### src/scsl_pkg.sv
package scsl_pkg;
  // string lengths
  localparam int TB0_LEN = 32;
  localparam int QCMP_LEN = 16;
  localparam int QMODE_LEN = 45;
  // timebase word 0 field positions
  localparam int TB0_FAST_EN_N_BIT = 0;
  localparam int TB0_SLOW_EN_N_BIT = 2;
  localparam int TB0_FAST_LO = 3;
  localparam int TB0_FAST_W = 4;
  localparam int TB0_SLOW_LO = 7;
  localparam int TB0_SLOW_W = 24;
  // comparator string field positions
  localparam int QC_LEVEL_LO = 0;
  localparam int QC_LEVEL_W = 10;
  localparam int QC_SIGN_BIT = 10;
  localparam int QC_SLOPE_BIT = 11;
  localparam int QC_EN_N_BIT = 12;
  // mode string field positions
  localparam int QM_CFG_LO = 0;
  localparam int QM_CFG_W = 24;
  localparam int QM_CLR_LO = 24;
  localparam int QM_CLR_W = 10;
  localparam int QM_SUB_BIT = 34;
  localparam int QM_DLY_BIT = 35;
  localparam int QM_INIT_BIT = 36;
  localparam int QM_EDGE_LO = 37;
  localparam int QM_SEL_W = 4;
  localparam int QM_LVL_LO = 41;

  typedef struct packed {
    logic fast_en_n;
    logic slow_en_n;
    logic [TB0_FAST_W-1:0] fast_load;
    logic [TB0_SLOW_W-1:0] slow_load;
  } scsl_tb0_s;

  typedef struct packed {
    logic [QC_LEVEL_W-1:0] level;
    logic level_sign;
    logic slope;
    logic trig_en_n;
  } scsl_qcmp_s;

  typedef struct packed {
    logic [QM_CFG_W-1:0] counter_config_bits;
    logic [QM_CLR_W-1:0] clear_ctl;
    logic submode;
    logic delayed_select;
    logic initial_state;
    logic [QM_SEL_W-1:0] edge_latch_selects;
    logic [QM_SEL_W-1:0] level_selects;
  } scsl_qmode_s;

  // serial input group for one string
  typedef struct packed {
    logic data;
    logic shift;
  } scsl_ser_s;
endpackage

### src/scsl_loader.sv
// Summary of operation
// - word0: bit0 low enables 25 ns, bit2 low slower, bits3-6 fast load, bit1 ignored
// - word0: bits7-30 slow counter load, bit31 ignored, 32 bits, bit0 first
// - comparator: bits0-9 trigger level magnitude, bit10 level sign
// - comparator: bit11 slope, bit12 active-low enable, bits13-15 ignored
// - mode string: 45 bits, config, clear/control, submode, delay, init, edge, level
// - strings enter least-significant bit first
`timescale 1ns/10ps
module scsl_shift_rx #(
  parameter int LEN = 32
) (
  input wire logic i_mclk,
  input wire logic i_rst,
  input wire logic i_ce,
  input wire logic i_data,
  input wire logic i_shift,
  output logic [LEN-1:0] o_word,
  output logic o_done
);
  localparam int CW = $clog2(LEN + 1);
  localparam logic [CW-1:0] LAST = CW'(LEN - 1);
  logic [LEN-1:0] sh_r;
  logic [CW-1:0] cnt_r;

  // shift right so the first bit lands at bit 0 once full
  always_ff @(posedge i_mclk) begin
    if (i_rst) begin
      sh_r <= '0;
    end else if (i_ce && i_shift) begin
      sh_r <= {i_data, sh_r[LEN-1:1]};
    end
  end

  // bit counter; wraps after the last bit of each string
  always_ff @(posedge i_mclk) begin
    if (i_rst) begin
      cnt_r <= '0;
    end else if (i_ce && i_shift) begin
      cnt_r <= (cnt_r == LAST) ? '0 : cnt_r + CW'(1);
    end
  end

  // latch all bits at once so consumers never see a half string
  always_ff @(posedge i_mclk) begin
    if (i_rst) begin
      o_word <= '0;
      o_done <= 1'b0;
    end else if (i_ce) begin
      o_done <= i_shift && (cnt_r == LAST);
      if (i_shift && (cnt_r == LAST)) begin
        o_word <= {i_data, sh_r[LEN-1:1]};
      end
    end
  end

  // the last strobe must land its bit at the top of the word and raise done together
  property p_count;
    @(posedge i_mclk) disable iff (i_rst)
    (i_ce && i_shift && cnt_r == LAST) |=> o_done && o_word[LEN-1] == $past(i_data);
  endproperty
  a_count: assert property (p_count) else $error("word not latched at last bit");

  // each new bit enters at the top, so the first bit sent ends up at bit 0
  property p_shift_in;
    @(posedge i_mclk) disable iff (i_rst)
    (i_ce && i_shift) |=> sh_r[LEN-1] == $past(i_data);
  endproperty
  a_shift_in: assert property (p_shift_in) else $error("shifted bit not at top of register");
endmodule

///////////////////////////////////////////////////////////////////////////////
`timescale 1ns/10ps
module scsl_loader
  import scsl_pkg::*;
(
  input wire logic i_mclk,
  input wire logic i_rst,
  input wire logic i_ce,
  input wire scsl_ser_s i_tb0_ser,
  input wire scsl_ser_s i_qcmp_ser,
  input wire scsl_ser_s i_qmode_ser,
  output scsl_tb0_s o_tb0,
  output scsl_qcmp_s o_qcmp,
  output scsl_qmode_s o_qmode,
  output logic o_tb0_done,
  output logic o_qcmp_done,
  output logic o_qmode_done
);
  // pins come from the processor board: two flops before use
  logic [5:0] meta_r;
  logic [5:0] sync_r;
  always_ff @(posedge i_mclk) begin
    if (i_rst) begin
      meta_r <= '0;
      sync_r <= '0;
    end else if (i_ce) begin
      meta_r <= {i_tb0_ser, i_qcmp_ser, i_qmode_ser};
      sync_r <= meta_r;
    end
  end

  // shift strobe is a level from the sender; one bit per rising edge
  logic [2:0] shift_d_r;
  always_ff @(posedge i_mclk) begin
    if (i_rst) begin
      shift_d_r <= '0;
    end else if (i_ce) begin
      shift_d_r <= {sync_r[4], sync_r[2], sync_r[0]};
    end
  end
  logic [2:0] edge_w;
  assign edge_w = {sync_r[4], sync_r[2], sync_r[0]} & ~shift_d_r;

  logic [TB0_LEN-1:0] tb0_w;
  logic [QCMP_LEN-1:0] qc_w;
  logic [QMODE_LEN-1:0] qm_w;
  logic tb0_done_w;
  logic qc_done_w;
  logic qm_done_w;

  ///////////////////////////////////////////////////////////////////////////////
  scsl_shift_rx #(.LEN(TB0_LEN)) u_tb0 (
    .i_mclk(i_mclk), .i_rst(i_rst), .i_ce(i_ce), .i_data(sync_r[5]), .i_shift(edge_w[2]),
    .o_word(tb0_w), .o_done(tb0_done_w));
  scsl_shift_rx #(.LEN(QCMP_LEN)) u_qcmp (
    .i_mclk(i_mclk), .i_rst(i_rst), .i_ce(i_ce), .i_data(sync_r[3]), .i_shift(edge_w[1]),
    .o_word(qc_w), .o_done(qc_done_w));
  scsl_shift_rx #(.LEN(QMODE_LEN)) u_qmode (
    .i_mclk(i_mclk), .i_rst(i_rst), .i_ce(i_ce), .i_data(sync_r[1]), .i_shift(edge_w[0]),
    .o_word(qm_w), .o_done(qm_done_w));

  ///////////////////////////////////////////////////////////////////////////////
  // decode word 0; bits 1 and 31 are dropped; reset leaves both rates disabled
  always_ff @(posedge i_mclk) begin
    if (i_rst) begin
      o_tb0 <= '{fast_en_n: 1'b1, slow_en_n: 1'b1, default: '0};
      o_tb0_done <= 1'b0;
    end else if (i_ce) begin
      o_tb0_done <= tb0_done_w;
      // only on done: the cleared receiver word would otherwise enable both rates
      if (tb0_done_w) begin
        o_tb0.fast_en_n <= tb0_w[TB0_FAST_EN_N_BIT];
        o_tb0.slow_en_n <= tb0_w[TB0_SLOW_EN_N_BIT];
        o_tb0.fast_load <= tb0_w[TB0_FAST_LO +: TB0_FAST_W];
        o_tb0.slow_load <= tb0_w[TB0_SLOW_LO +: TB0_SLOW_W];
      end
    end
  end

  // decode comparator string; trigger disabled out of reset, bits 13-15 dropped
  always_ff @(posedge i_mclk) begin
    if (i_rst) begin
      o_qcmp <= '{trig_en_n: 1'b1, default: '0};
      o_qcmp_done <= 1'b0;
    end else if (i_ce) begin
      o_qcmp_done <= qc_done_w;
      if (qc_done_w) begin
        o_qcmp.level <= qc_w[QC_LEVEL_LO +: QC_LEVEL_W];
        o_qcmp.level_sign <= qc_w[QC_SIGN_BIT];
        o_qcmp.slope <= qc_w[QC_SLOPE_BIT];
        o_qcmp.trig_en_n <= qc_w[QC_EN_N_BIT];
      end
    end
  end

  // decode mode string fields
  always_ff @(posedge i_mclk) begin
    if (i_rst) begin
      o_qmode <= '0;
      o_qmode_done <= 1'b0;
    end else if (i_ce) begin
      o_qmode_done <= qm_done_w;
      if (qm_done_w) begin
        o_qmode.counter_config_bits <= qm_w[QM_CFG_LO +: QM_CFG_W];
        o_qmode.clear_ctl <= qm_w[QM_CLR_LO +: QM_CLR_W];
        o_qmode.submode <= qm_w[QM_SUB_BIT];
        o_qmode.delayed_select <= qm_w[QM_DLY_BIT];
        o_qmode.initial_state <= qm_w[QM_INIT_BIT];
        o_qmode.edge_latch_selects <= qm_w[QM_EDGE_LO +: QM_SEL_W];
        o_qmode.level_selects <= qm_w[QM_LVL_LO +: QM_SEL_W];
      end
    end
  end

  ///////////////////////////////////////////////////////////////////////////////
  // decoded fields must match the latched word one cycle after its done
  property p_tb0_fast;
    @(posedge i_mclk) disable iff (i_rst)
    (i_ce && tb0_done_w) |=> o_tb0.fast_load == $past(tb0_w[TB0_FAST_LO +: TB0_FAST_W])
      && o_tb0.fast_en_n == $past(tb0_w[TB0_FAST_EN_N_BIT]);
  endproperty
  a_tb0_fast: assert property (p_tb0_fast) else $error("fast rate fields wrong");

  property p_tb0_slow;
    @(posedge i_mclk) disable iff (i_rst)
    (i_ce && tb0_done_w) |=> o_tb0.slow_load == $past(tb0_w[TB0_SLOW_LO +: TB0_SLOW_W])
      && o_tb0.slow_en_n == $past(tb0_w[TB0_SLOW_EN_N_BIT]);
  endproperty
  a_tb0_slow: assert property (p_tb0_slow) else $error("slow rate fields wrong");

  property p_qc_level;
    @(posedge i_mclk) disable iff (i_rst)
    (i_ce && qc_done_w) |=> o_qcmp.level == $past(qc_w[QC_LEVEL_LO +: QC_LEVEL_W])
      && o_qcmp.level_sign == $past(qc_w[QC_SIGN_BIT]);
  endproperty
  a_qc_level: assert property (p_qc_level) else $error("trigger level wrong");

  property p_qc_ctl;
    @(posedge i_mclk) disable iff (i_rst)
    (i_ce && qc_done_w) |=> o_qcmp.slope == $past(qc_w[QC_SLOPE_BIT]) && o_qcmp.trig_en_n == $past(qc_w[QC_EN_N_BIT]);
  endproperty
  a_qc_ctl: assert property (p_qc_ctl) else $error("slope or enable wrong");

  property p_qm_fields;
    @(posedge i_mclk) disable iff (i_rst)
    (i_ce && qm_done_w) |=> o_qmode.level_selects == $past(qm_w[QM_LVL_LO +: QM_SEL_W])
      && o_qmode.edge_latch_selects == $past(qm_w[QM_EDGE_LO +: QM_SEL_W])
      && o_qmode.initial_state == $past(qm_w[QM_INIT_BIT]);
  endproperty
  a_qm_fields: assert property (p_qm_fields) else $error("mode fields wrong");

  // outputs may only move on the cycle after a done; a half string never leaks out
  property p_hold;
    @(posedge i_mclk) disable iff (i_rst)
    (i_ce && !$past(qm_done_w) && !qm_done_w) |=> $stable(o_qmode);
  endproperty
  a_hold: assert property (p_hold) else $error("mode outputs moved mid string");

  property p_hold_qc;
    @(posedge i_mclk) disable iff (i_rst)
    (!qc_done_w && !$past(qc_done_w)) |=> $stable(o_qcmp);
  endproperty
  a_hold_qc: assert property (p_hold_qc) else $error("comparator outputs moved mid string");

  // also guards the reset values of the rate enables until the first word
  property p_hold_tb0;
    @(posedge i_mclk) disable iff (i_rst)
    !tb0_done_w |=> $stable(o_tb0);
  endproperty
  a_hold_tb0: assert property (p_hold_tb0) else $error("word 0 outputs moved mid string");
endmodule

### config.mk
export PLATFORM = sky130hd
export DESIGN_NAME = scsl_loader
export DESIGN_NICKNAME = d
export VERILOG_FILES = /design/src/scsl_pkg.sv /design/src/scsl_loader.sv
export SDC_FILE = /design/constraint.sdc
export NUM_CORES = 1
export LEC_CHECK = 0
export ABC_CLOCK_PERIOD_IN_PS = 1800
export BUFFER_PORTS_ARGS = -buffer_cell sky130_fd_sc_hd__buf_2
export CORE_MARGIN = 3
export CORE_UTILIZATION = 59
export DETAILED_ROUTE_END_ITERATION = 8
export MAX_ROUTING_LAYER = met4
export PLACE_DENSITY = 0.9
export SYNTH_ARGS = -nofsm -noshare
export SYNTH_HDL_FRONTEND = slang
export SYNTH_HIERARCHICAL = 1
export SYNTH_SLANG_ARGS = --single-unit
export TNS_END_PERCENT = 30
### constraint.sdc
create_clock -name i_mclk -period 1.8 [get_ports i_mclk]
set_input_delay 0.18 -clock i_mclk [delete_from_list [all_inputs] [get_ports i_mclk]]
set_output_delay 0.18 -clock i_mclk [all_outputs]
set_load 0.03 [all_outputs]
# --- Word-level counts from Yosys, hierarchy flattened ---
# Index checks and enable logic that the tools add are counted.
totals:
  regBits: 308
  elab_cells: 56
op_classes:
  n_addsub: 3
  eq_ne: 3
  muxes: 3
  bitwise: 2
  reduce_logical: 12
ops:
  columns: ["cell", "count"]
  rows:
  - ["6-bit by 1-bit adder with 6-bit output, second input constant", 2]
  - ["6-bit 2-to-1 mux", 2]
  - ["2-bit AND reduction", 6]
  - ["6-bit by 5-bit equality test with 1-bit output, second input constant", 1]
  - ["6-bit equality test, second input constant", 1]
  - ["1-bit logical AND", 6]
  - ["5-bit by 1-bit adder with 5-bit output, second input constant", 1]
  - ["5-bit by 4-bit equality test with 1-bit output, second input constant", 1]
  - ["5-bit 2-to-1 mux", 1]
  - ["3-bit AND", 1]
  - ["3-bit inverter", 1]

# --- Depth between registers and ports, before layout ---
# Gate-level depths: netlist of run 1.
depth:
  word_depth: 4
  mapped_depth: 7
  mapped_depth_nobuf: 5

# --- Cells and area by module ---
# Netlist of run 1, hierarchy kept.
modules_own_cells:
  columns: ["module", "n_inst", "cells_per_inst", "area_per_inst_um2", "seq_area_each_um2"]
  rows:
  - ["scsl_loader", 1, 461, 4713.3, 2122.0]
  - ["scsl_shift_rx at u_qmode", 1, 440, 3539.6, 1921.8]
  - ["scsl_shift_rx at u_tb0", 1, 321, 2592.5, 1401.3]
  - ["scsl_shift_rx at u_qcmp", 1, 170, 1398.8, 740.7]

# --- Worst setup path after synthesis of run 1 ---
# OpenSTA, ideal clock, no wires.
synth_timing:
  path_kind: "register -> register"
  start: "register sync_r[0]"
  end: "register u_qmode.cnt_r[5]"
  setup_ps: 74
  t_arrival_ps: 1438
  required_time_ps: 1726
  slack_ps: 288
  path_stages_with_launch: 6
  synth_period_minus_slack_ps: 1512
  cell_sequence: "dfxtp_1 -> nor2b_1 -> nand4_1 -> buf_2 -> or4_1 -> a31oi_1"
synth_via:
  elab_chain_len: 2
synth_rtl:
  columns: ["element", "line_no", "source"]
  rows:
  - ["start, declared", "scsl_loader.sv:91", "logic [5:0] sync_r;"]
  - ["start signal, assigned", "scsl_loader.sv:98", "sync_r <= meta_r;"]
  - ["3-bit AND", "scsl_loader.sv:112", "assign edge_w = {sync_r[4], sync_r[2], sync_r[0]} & ~shift_d_r;"]
  - ["named net edge_w[0]", "scsl_loader.sv:111", "logic [2:0] edge_w;"]
  - ["1-bit logical AND", "scsl_loader.sv:38", "end else if (i_ce && i_shift) begin"]
  - ["end signal, assigned", "scsl_loader.sv:39", "cnt_r <= (cnt_r == LAST) ? '0 : cnt_r + CW'(1);"]
  - ["end, declared", "scsl_loader.sv:23", "logic [CW-1:0] cnt_r;"]
# The timed path passes the listed nets, and every way through them passes these cells.
# A chain may end at the register's enable or synchronous reset.

# --- Worst setup path in the final report of run 1 ---
layout_timing:
  start: "register u_qcmp.cnt_r[0]"
  end: "register u_qcmp.o_word[0]"
layout_via:
  elab_chain_len: 3
layout_rtl:
  columns: ["element", "line_no", "source"]
  rows:
  - ["start, declared", "scsl_loader.sv:23", null]
  - ["start signal, assigned", "scsl_loader.sv:39", null]
  - ["5-bit by 4-bit equality test with 1-bit output", "scsl_loader.sv:50", "if (i_shift && (cnt_r == LAST)) begin"]
  - ["1-bit logical AND", "scsl_loader.sv:50", null]
  - ["2-bit AND reduction (no line)", null, null]
  - ["end signal, assigned", "scsl_loader.sv:51", "o_word <= {i_data, sh_r[LEN-1:1]};"]
  - ["end, declared", "scsl_loader.sv:17", "output logic [LEN-1:0] o_word,"]
# No other way between the ends.

==> impl_metrics.csv, run 1 <==
group,metric,value,unit
die,ios,100,
pwr,power_frac_seq,48.7,%
job,drv_cap,0,
critical_path,endpoint_kind,"register",
sta,period_needed,1660,ps
pwr,power.leakage,4.89,nW
sta,setup_viol,0,
pwr,power_frac_comb,2.5,%
die,core,19800,um^2
sta,slew_headroom,54.5,%
clock_tree,cts_tree,"yes",
final_layout,final_layout_size_suffix_gt1_share,18.8,%
detailed_routing,wl_per_cell,16.2,um
die,fp-row-count,51,
logic_synthesis,syn_area_per_cell,8.80,um^2
die,die_w,149,um
clock_tree,cts_max_path_buffers,3,
outcome,outcome,"completed",
critical_path,required,2260,ps
min_path,hp-class,"in -> reg",
sta,finalClockSkew,12.9,ps
detailed_routing,drtIter0Drc,805,
detailed_routing,ant_nets,0,
clock_tree,post_cts_buffers,0,
critical_path,cp_slowest_cell,"and4b_1",
min_path,worstHoldEndpoint,"o_qmode[15]",
sta,worst_pin_slew,682,ps
logic_synthesis,syn_area,12100,um^2
detailed_routing,num_vias,10014,
logic_synthesis,yosys_warnings,6,
min_path,min_path_cells,3,
detailed_routing,drt_pass1_iterations,6,
critical_path,rr_endpoint,"u_qcmp/o_word[0]",
final_layout,multi_input_area,5270,um^2
sta,rsz0062_at_grt,"no",
critical_path,rr_worst_depth,4,
min_path,holdCritStartpoint,"i_ce",
place,io_buffers,99,
sta,drv_slew,0,
critical_path,cp-start-kind,"register",
critical_path,rrSetupSlack,140,ps
final_layout,layout_common_cells,"302 x dfxtp_1, 210 x a21oi_1, 201 x nand2_1, 181 x nand3_1, 97 x buf_2",
critical_path,critPathMaxStageDelay,540,ps
pwr,netSwitchingPower,2.88,mW
pwr,power.internal,11.0,mW
clock_tree,ctsRootBufferMaster,"clkbuf_16",
clock_tree,insertion_delay,550,ps
critical_path,reg2reg_from,"u_qcmp/cnt_r[0]",
critical_path,cp_max_fo,15,
final_layout,regArea,6090,um^2
detailed_routing,routed_wl,27600,um
final_layout,n_fill_cell,1428,
die,dieArea,22200,um^2
sta,final_hold_viol_count,0,
sta,fmax,602,MHz
die,initial_core_util,61.0,%
final_layout,layout_commonest_cell,"dfxtp_1",
pwr,p_sw_share,20.7,%
grt,grt_max_degree,93,
clock_tree,clk_pin_slew,60,ps
clock_tree,cts_max_level,1,
grt,antenna_found_initial,0,
detailed_routing,drc,0,
place,place_congestion,0.808,
critical_path,crit_chain,"ha_1 > and4b_1 > nand3_1 > a21oi_1",
detailed_routing,vias_per_cell,5.88,
final_layout,area_growth,14.8,%
final_layout,diodes,0,
logic_synthesis,synthesis.instances,1372,
clock_tree,numCtsBuffers,30,
place,dp.final_hpwl,16000,um
grt,overflow,0,
grt,grt_usage,24.9,%
clock_tree,clock_sinks,304,
pwr,powerDensity,1000,nW/um^2
place,post-place-cells,1642,
grt,first_global_vias,9577,
final_layout,fin_cells,1704,
critical_path,worst-setup-path-type,"reg -> reg",
logic_synthesis,synthesis.nets,1385,
sta,final.period_utilization,92.3,%
pwr,vdd_drop_max,825,uV
critical_path,crit_arrival,2120,ps
final_layout,fin_nets,1428,
die,die_h,149,um
pwr,clock_power_share,48.8,%
sta,fin_tns_setup,0,ps
grt,grt_pass1_wl,46100,um
-- stage by stage --
| step | hold WS, ps | worst slack [ps] | total power, mW | cell area [um^2] | utilization (%) |
|---|---|---|---|---|---|
| 2_1_floorplan | 327 | 288 | 7.17 | 12100 | - |
| 3_3_place_gp | 418 | 293 | 7.25 | 12700 | 64.2 |
| 3_5_place_dp | 434 | 203 | 7.26 | 12700 | 64.2 |
| 4_1_cts | 28.7 | 145 | 14.0 | 13900 | 70.0 |
| 5_1_grt | 56.6 | 30.7 | 14.3 | 13900 | 70.0 |
| 6_report | 50.4 | 139 | 13.9 | 13900 | 70.0 |
-- how the worst max path moves through the flow --
stage / startpoint / end / slack, ps / cells after the start
final: u_qcmp/cnt_r[0] / u_qcmp/o_word[0] / 140 / 4
after global routing: u_qcmp/cnt_r[0] / u_qcmp/o_word[0] / 30 / 4
after CTS: sync_r[4] / u_tb0/o_word[7] / 140 / 5
after detailed placement: sync_r[4] / u_tb0/o_word[6] / 200 / 5
after global placement: u_tb0/cnt_r[0] / u_tb0/o_word[8] / 290 / 5
after floorplan: sync_r[0] / u_qmode/cnt_r[5] / 290 / 5
-- critical path: cells and delay by family, from the launching register on --
family / cells / cell delay (ps)
fa+ha+maj: 1 / 230
compound gates: 1 / 220
simple gates: 2 / 740
flops: 1 / 380
-- power groups by stage --
stage,registers (mW),logic (mW),clock network (mW)
floorplan,6.91,0.260,0
global placement,6.92,0.330,0
detailed placement,6.92,0.337,0
CTS,6.77,0.349,6.86
global route,6.77,0.383,7.14
finish,6.77,0.353,6.78
-- routing by layer --
metal	track usage (%)	routed length, um	vias up
met5	-	0	-
met2	41.0	13400	350
li1	-	-	4844
met3	3.07	1560	67
met4	8.56	745	0
met1	32.1	11900	4753
-- timing repair --
item                                   CTS  global route
setup endpoints to repair                0             1
hold buffers                             6             0
gates resized for setup                  0             1
endpoints found under the hold margin    6             0
-- layout make-up --
type | instances | share of cell area, %
clock buffers | 45 | 6.48
repair buffers | 149 | 7.60
clock inverters | 11 | 1.47
multi-input cells | 927 | 38.0
well taps | 265 | 2.39
flip-flops and latches | 304 | 43.9
inverters | 3 | 0.0813
-- flip-flops by register name (all words and copies together) (netlist names) --
name            cells
shift_d_r           3
u_qcmp/o_word      13
u_tb0/cnt_r         6
o_tb0_done          1
u_qmode/o_done      1
u_qmode/o_word     45
o_tb0              30
o_qcmp             13
o_qmode            45
u_qcmp/o_done       1
u_qmode/cnt_r       6
o_qcmp_done         1
u_qcmp/cnt_r        5
o_qmode_done        1
meta_r              6
u_tb0/o_word       30
sync_r              6
u_qmode/sh_r       44
u_tb0/o_done        1
u_tb0/sh_r         31
u_qcmp/sh_r        15
Power figures use the tool's default switching activity.
==> inputs of run 2 (changes only) <==
--- a/config.mk
+++ b/config.mk
@@ -8,10 +8,10 @@
 export ABC_CLOCK_PERIOD_IN_PS = 1800
 export BUFFER_PORTS_ARGS = -buffer_cell sky130_fd_sc_hd__buf_2
 export CORE_MARGIN = 3
-export CORE_UTILIZATION = 59
+export CORE_UTILIZATION = 58
 export DETAILED_ROUTE_END_ITERATION = 8
 export MAX_ROUTING_LAYER = met4
-export PLACE_DENSITY = 0.9
+export PLACE_DENSITY = 0.89
 export SYNTH_ARGS = -nofsm -noshare
 export SYNTH_HDL_FRONTEND = slang
 export SYNTH_HIERARCHICAL = 1
==> impl_metrics.csv, run 2 (synthesis results as in run 1) <==
group,metric,value,unit
critical_path,cp_max_fo,29,
pwr,power.internal,10.7,mW
clock_tree,clock_sinks,304,
clock_tree,ctsRootBufferMaster,"clkbuf_16",
pwr,power_frac_seq,50.4,%
pwr,power.leakage,4.86,nW
final_layout,diodes,0,
grt,first_global_vias,9187,
clock_tree,cts_max_level,1,
final_layout,final_layout_size_suffix_gt1_share,18.6,%
grt,grt_usage,23.4,%
final_layout,layout_commonest_cell,"dfxtp_1",
job,drv_cap,0,
clock_tree,cts_max_path_buffers,3,
detailed_routing,routed_wl,26700,um
outcome,outcome,"completed",
sta,rsz0062_at_grt,"no",
detailed_routing,vias_per_cell,5.82,
sta,period_needed,1610,ps
final_layout,layout_common_cells,"302 x dfxtp_1, 210 x a21oi_1, 201 x nand2_1, 181 x nand3_1, 97 x buf_2",
final_layout,reg_top3,"o_qmode x45, u_qmode/o_word x45, u_qmode/sh_r x44",
clock_tree,cts_tree,"yes",
place,dpl_cell_area,12700,um^2
critical_path,required,2220,ps
final_layout,fin_cells,1707,
die,die_h,150,um
clock_tree,post_cts_buffers,0,
die,core,20400,um^2
detailed_routing,ant_nets,0,
die,dieArea,22600,um^2
final_layout,area_growth,14.0,%
sta,worst_pin_slew,638,ps
grt,grt_pass1_wl,43900,um
place,post-place-cells,1649,
min_path,hp-class,"in -> reg",
clock_tree,insertion_delay,540,ps
critical_path,endpoint_kind,"register",
sta,final.period_utilization,89.7,%
final_layout,fin_nets,1429,
pwr,clock_power_share,47.0,%
sta,setup_viol,0,
clock_tree,clk_pin_slew,60,ps
die,ios,100,
detailed_routing,num_vias,9929,
sta,fin_tns_setup,0,ps
critical_path,cp-start-kind,"register",
pwr,power_frac_comb,2.6,%
final_layout,fin_area,13800,um^2
detailed_routing,drc,0,
critical_path,worst-setup-path-type,"reg -> reg",
grt,overflow,0,
die,initial_core_util,59.3,%
pwr,powerDensity,975,nW/um^2
sta,drv_slew,0,
place,place_congestion,0.801,
die,fp-row-count,52,
pwr,p_sw_share,20.6,%
sta,fmax,620,MHz
place,dp.final_hpwl,15800,um
clock_tree,numCtsBuffers,29,
pwr,netSwitchingPower,2.76,mW
detailed_routing,drt_pass1_iterations,5,
sta,final_hold_viol_count,0,
detailed_routing,drtIter0Drc,844,
grt,antenna_found_initial,0,
die,die_w,150,um
critical_path,crit_arrival,2030,ps
grt,grt_max_degree,91,
pwr,vdd_drop_max,657,uV
sta,finalClockSkew,10.0,ps
sta,slew_headroom,57.4,%
place,io_buffers,99,
detailed_routing,wl_per_cell,15.6,um
run 2: final cells by class:
cell class / instances / area, um^2
Sequential cell: 304 / 6090
Clock inverter: 11 / 160
Multi-Input combinational cell: 927 / 5270
Fill cell: 1545 / 6600
Inverter: 3 / 11.3
Tap cell: 270 / 338
Timing Repair Buffer: 151 / 1050
Clock buffer: 41 / 841
run 2: path summary, 6_finish.rpt:
check,from,to,slack [ps],cells after the start
max,sync_r[4],u_tb0/o_word[0],190,5
min,i_ce,o_qmode[16],40,3
max reg2reg,sync_r[4],u_tb0/o_word[0],190,5
min reg2reg,u_qcmp/sh_r[14],u_qcmp/sh_r[13],450,2
run 2: power groups by stage:
stage	Clock, mW	Sequential, mW	Combinational (mW)
detailed placement	0	6.92	0.333
floorplan	0	6.91	0.260
global route	6.63	6.77	0.381
CTS	6.37	6.77	0.346
global placement	0	6.92	0.327
finish	6.30	6.77	0.347
run 2: per-stage QoR:
step	setup slack, ps	util, %	total power [mW]	hold slack, ps
2_1_floorplan	288	-	7.17	327
3_5_place_dp	219	62.4	7.25	429
3_3_place_gp	306	62.4	7.24	413
5_1_grt	37.2	67.6	13.8	33.0
6_report	186	67.6	13.4	39.2
4_1_cts	230	67.6	13.5	22.2
run 2: worst max-delay path, stage by stage, from the launching register on:
cell and delay (ps):
dfxtp_1 360, nor2b_1 340, nand3_2 200, buf_4 280, o21ai_0 220, a21oi_1 90
run 2: what timing repair did:
action | CTS | global route
hold endpoints to repair | 6 | 0
gates resized for setup | 0 | 0
setup endpoints to repair | 0 | 0
hold buffers | 6 | 0
run 2: layer usage:
layer  share of wire, %  wire length (um)  global-route usage [%]
met5                  0                 0                       -
met4                2.2               575                    6.77
met3                5.5              1450                    3.28
met2                 48             12900                    37.8
met1                 44             11700                    31.0
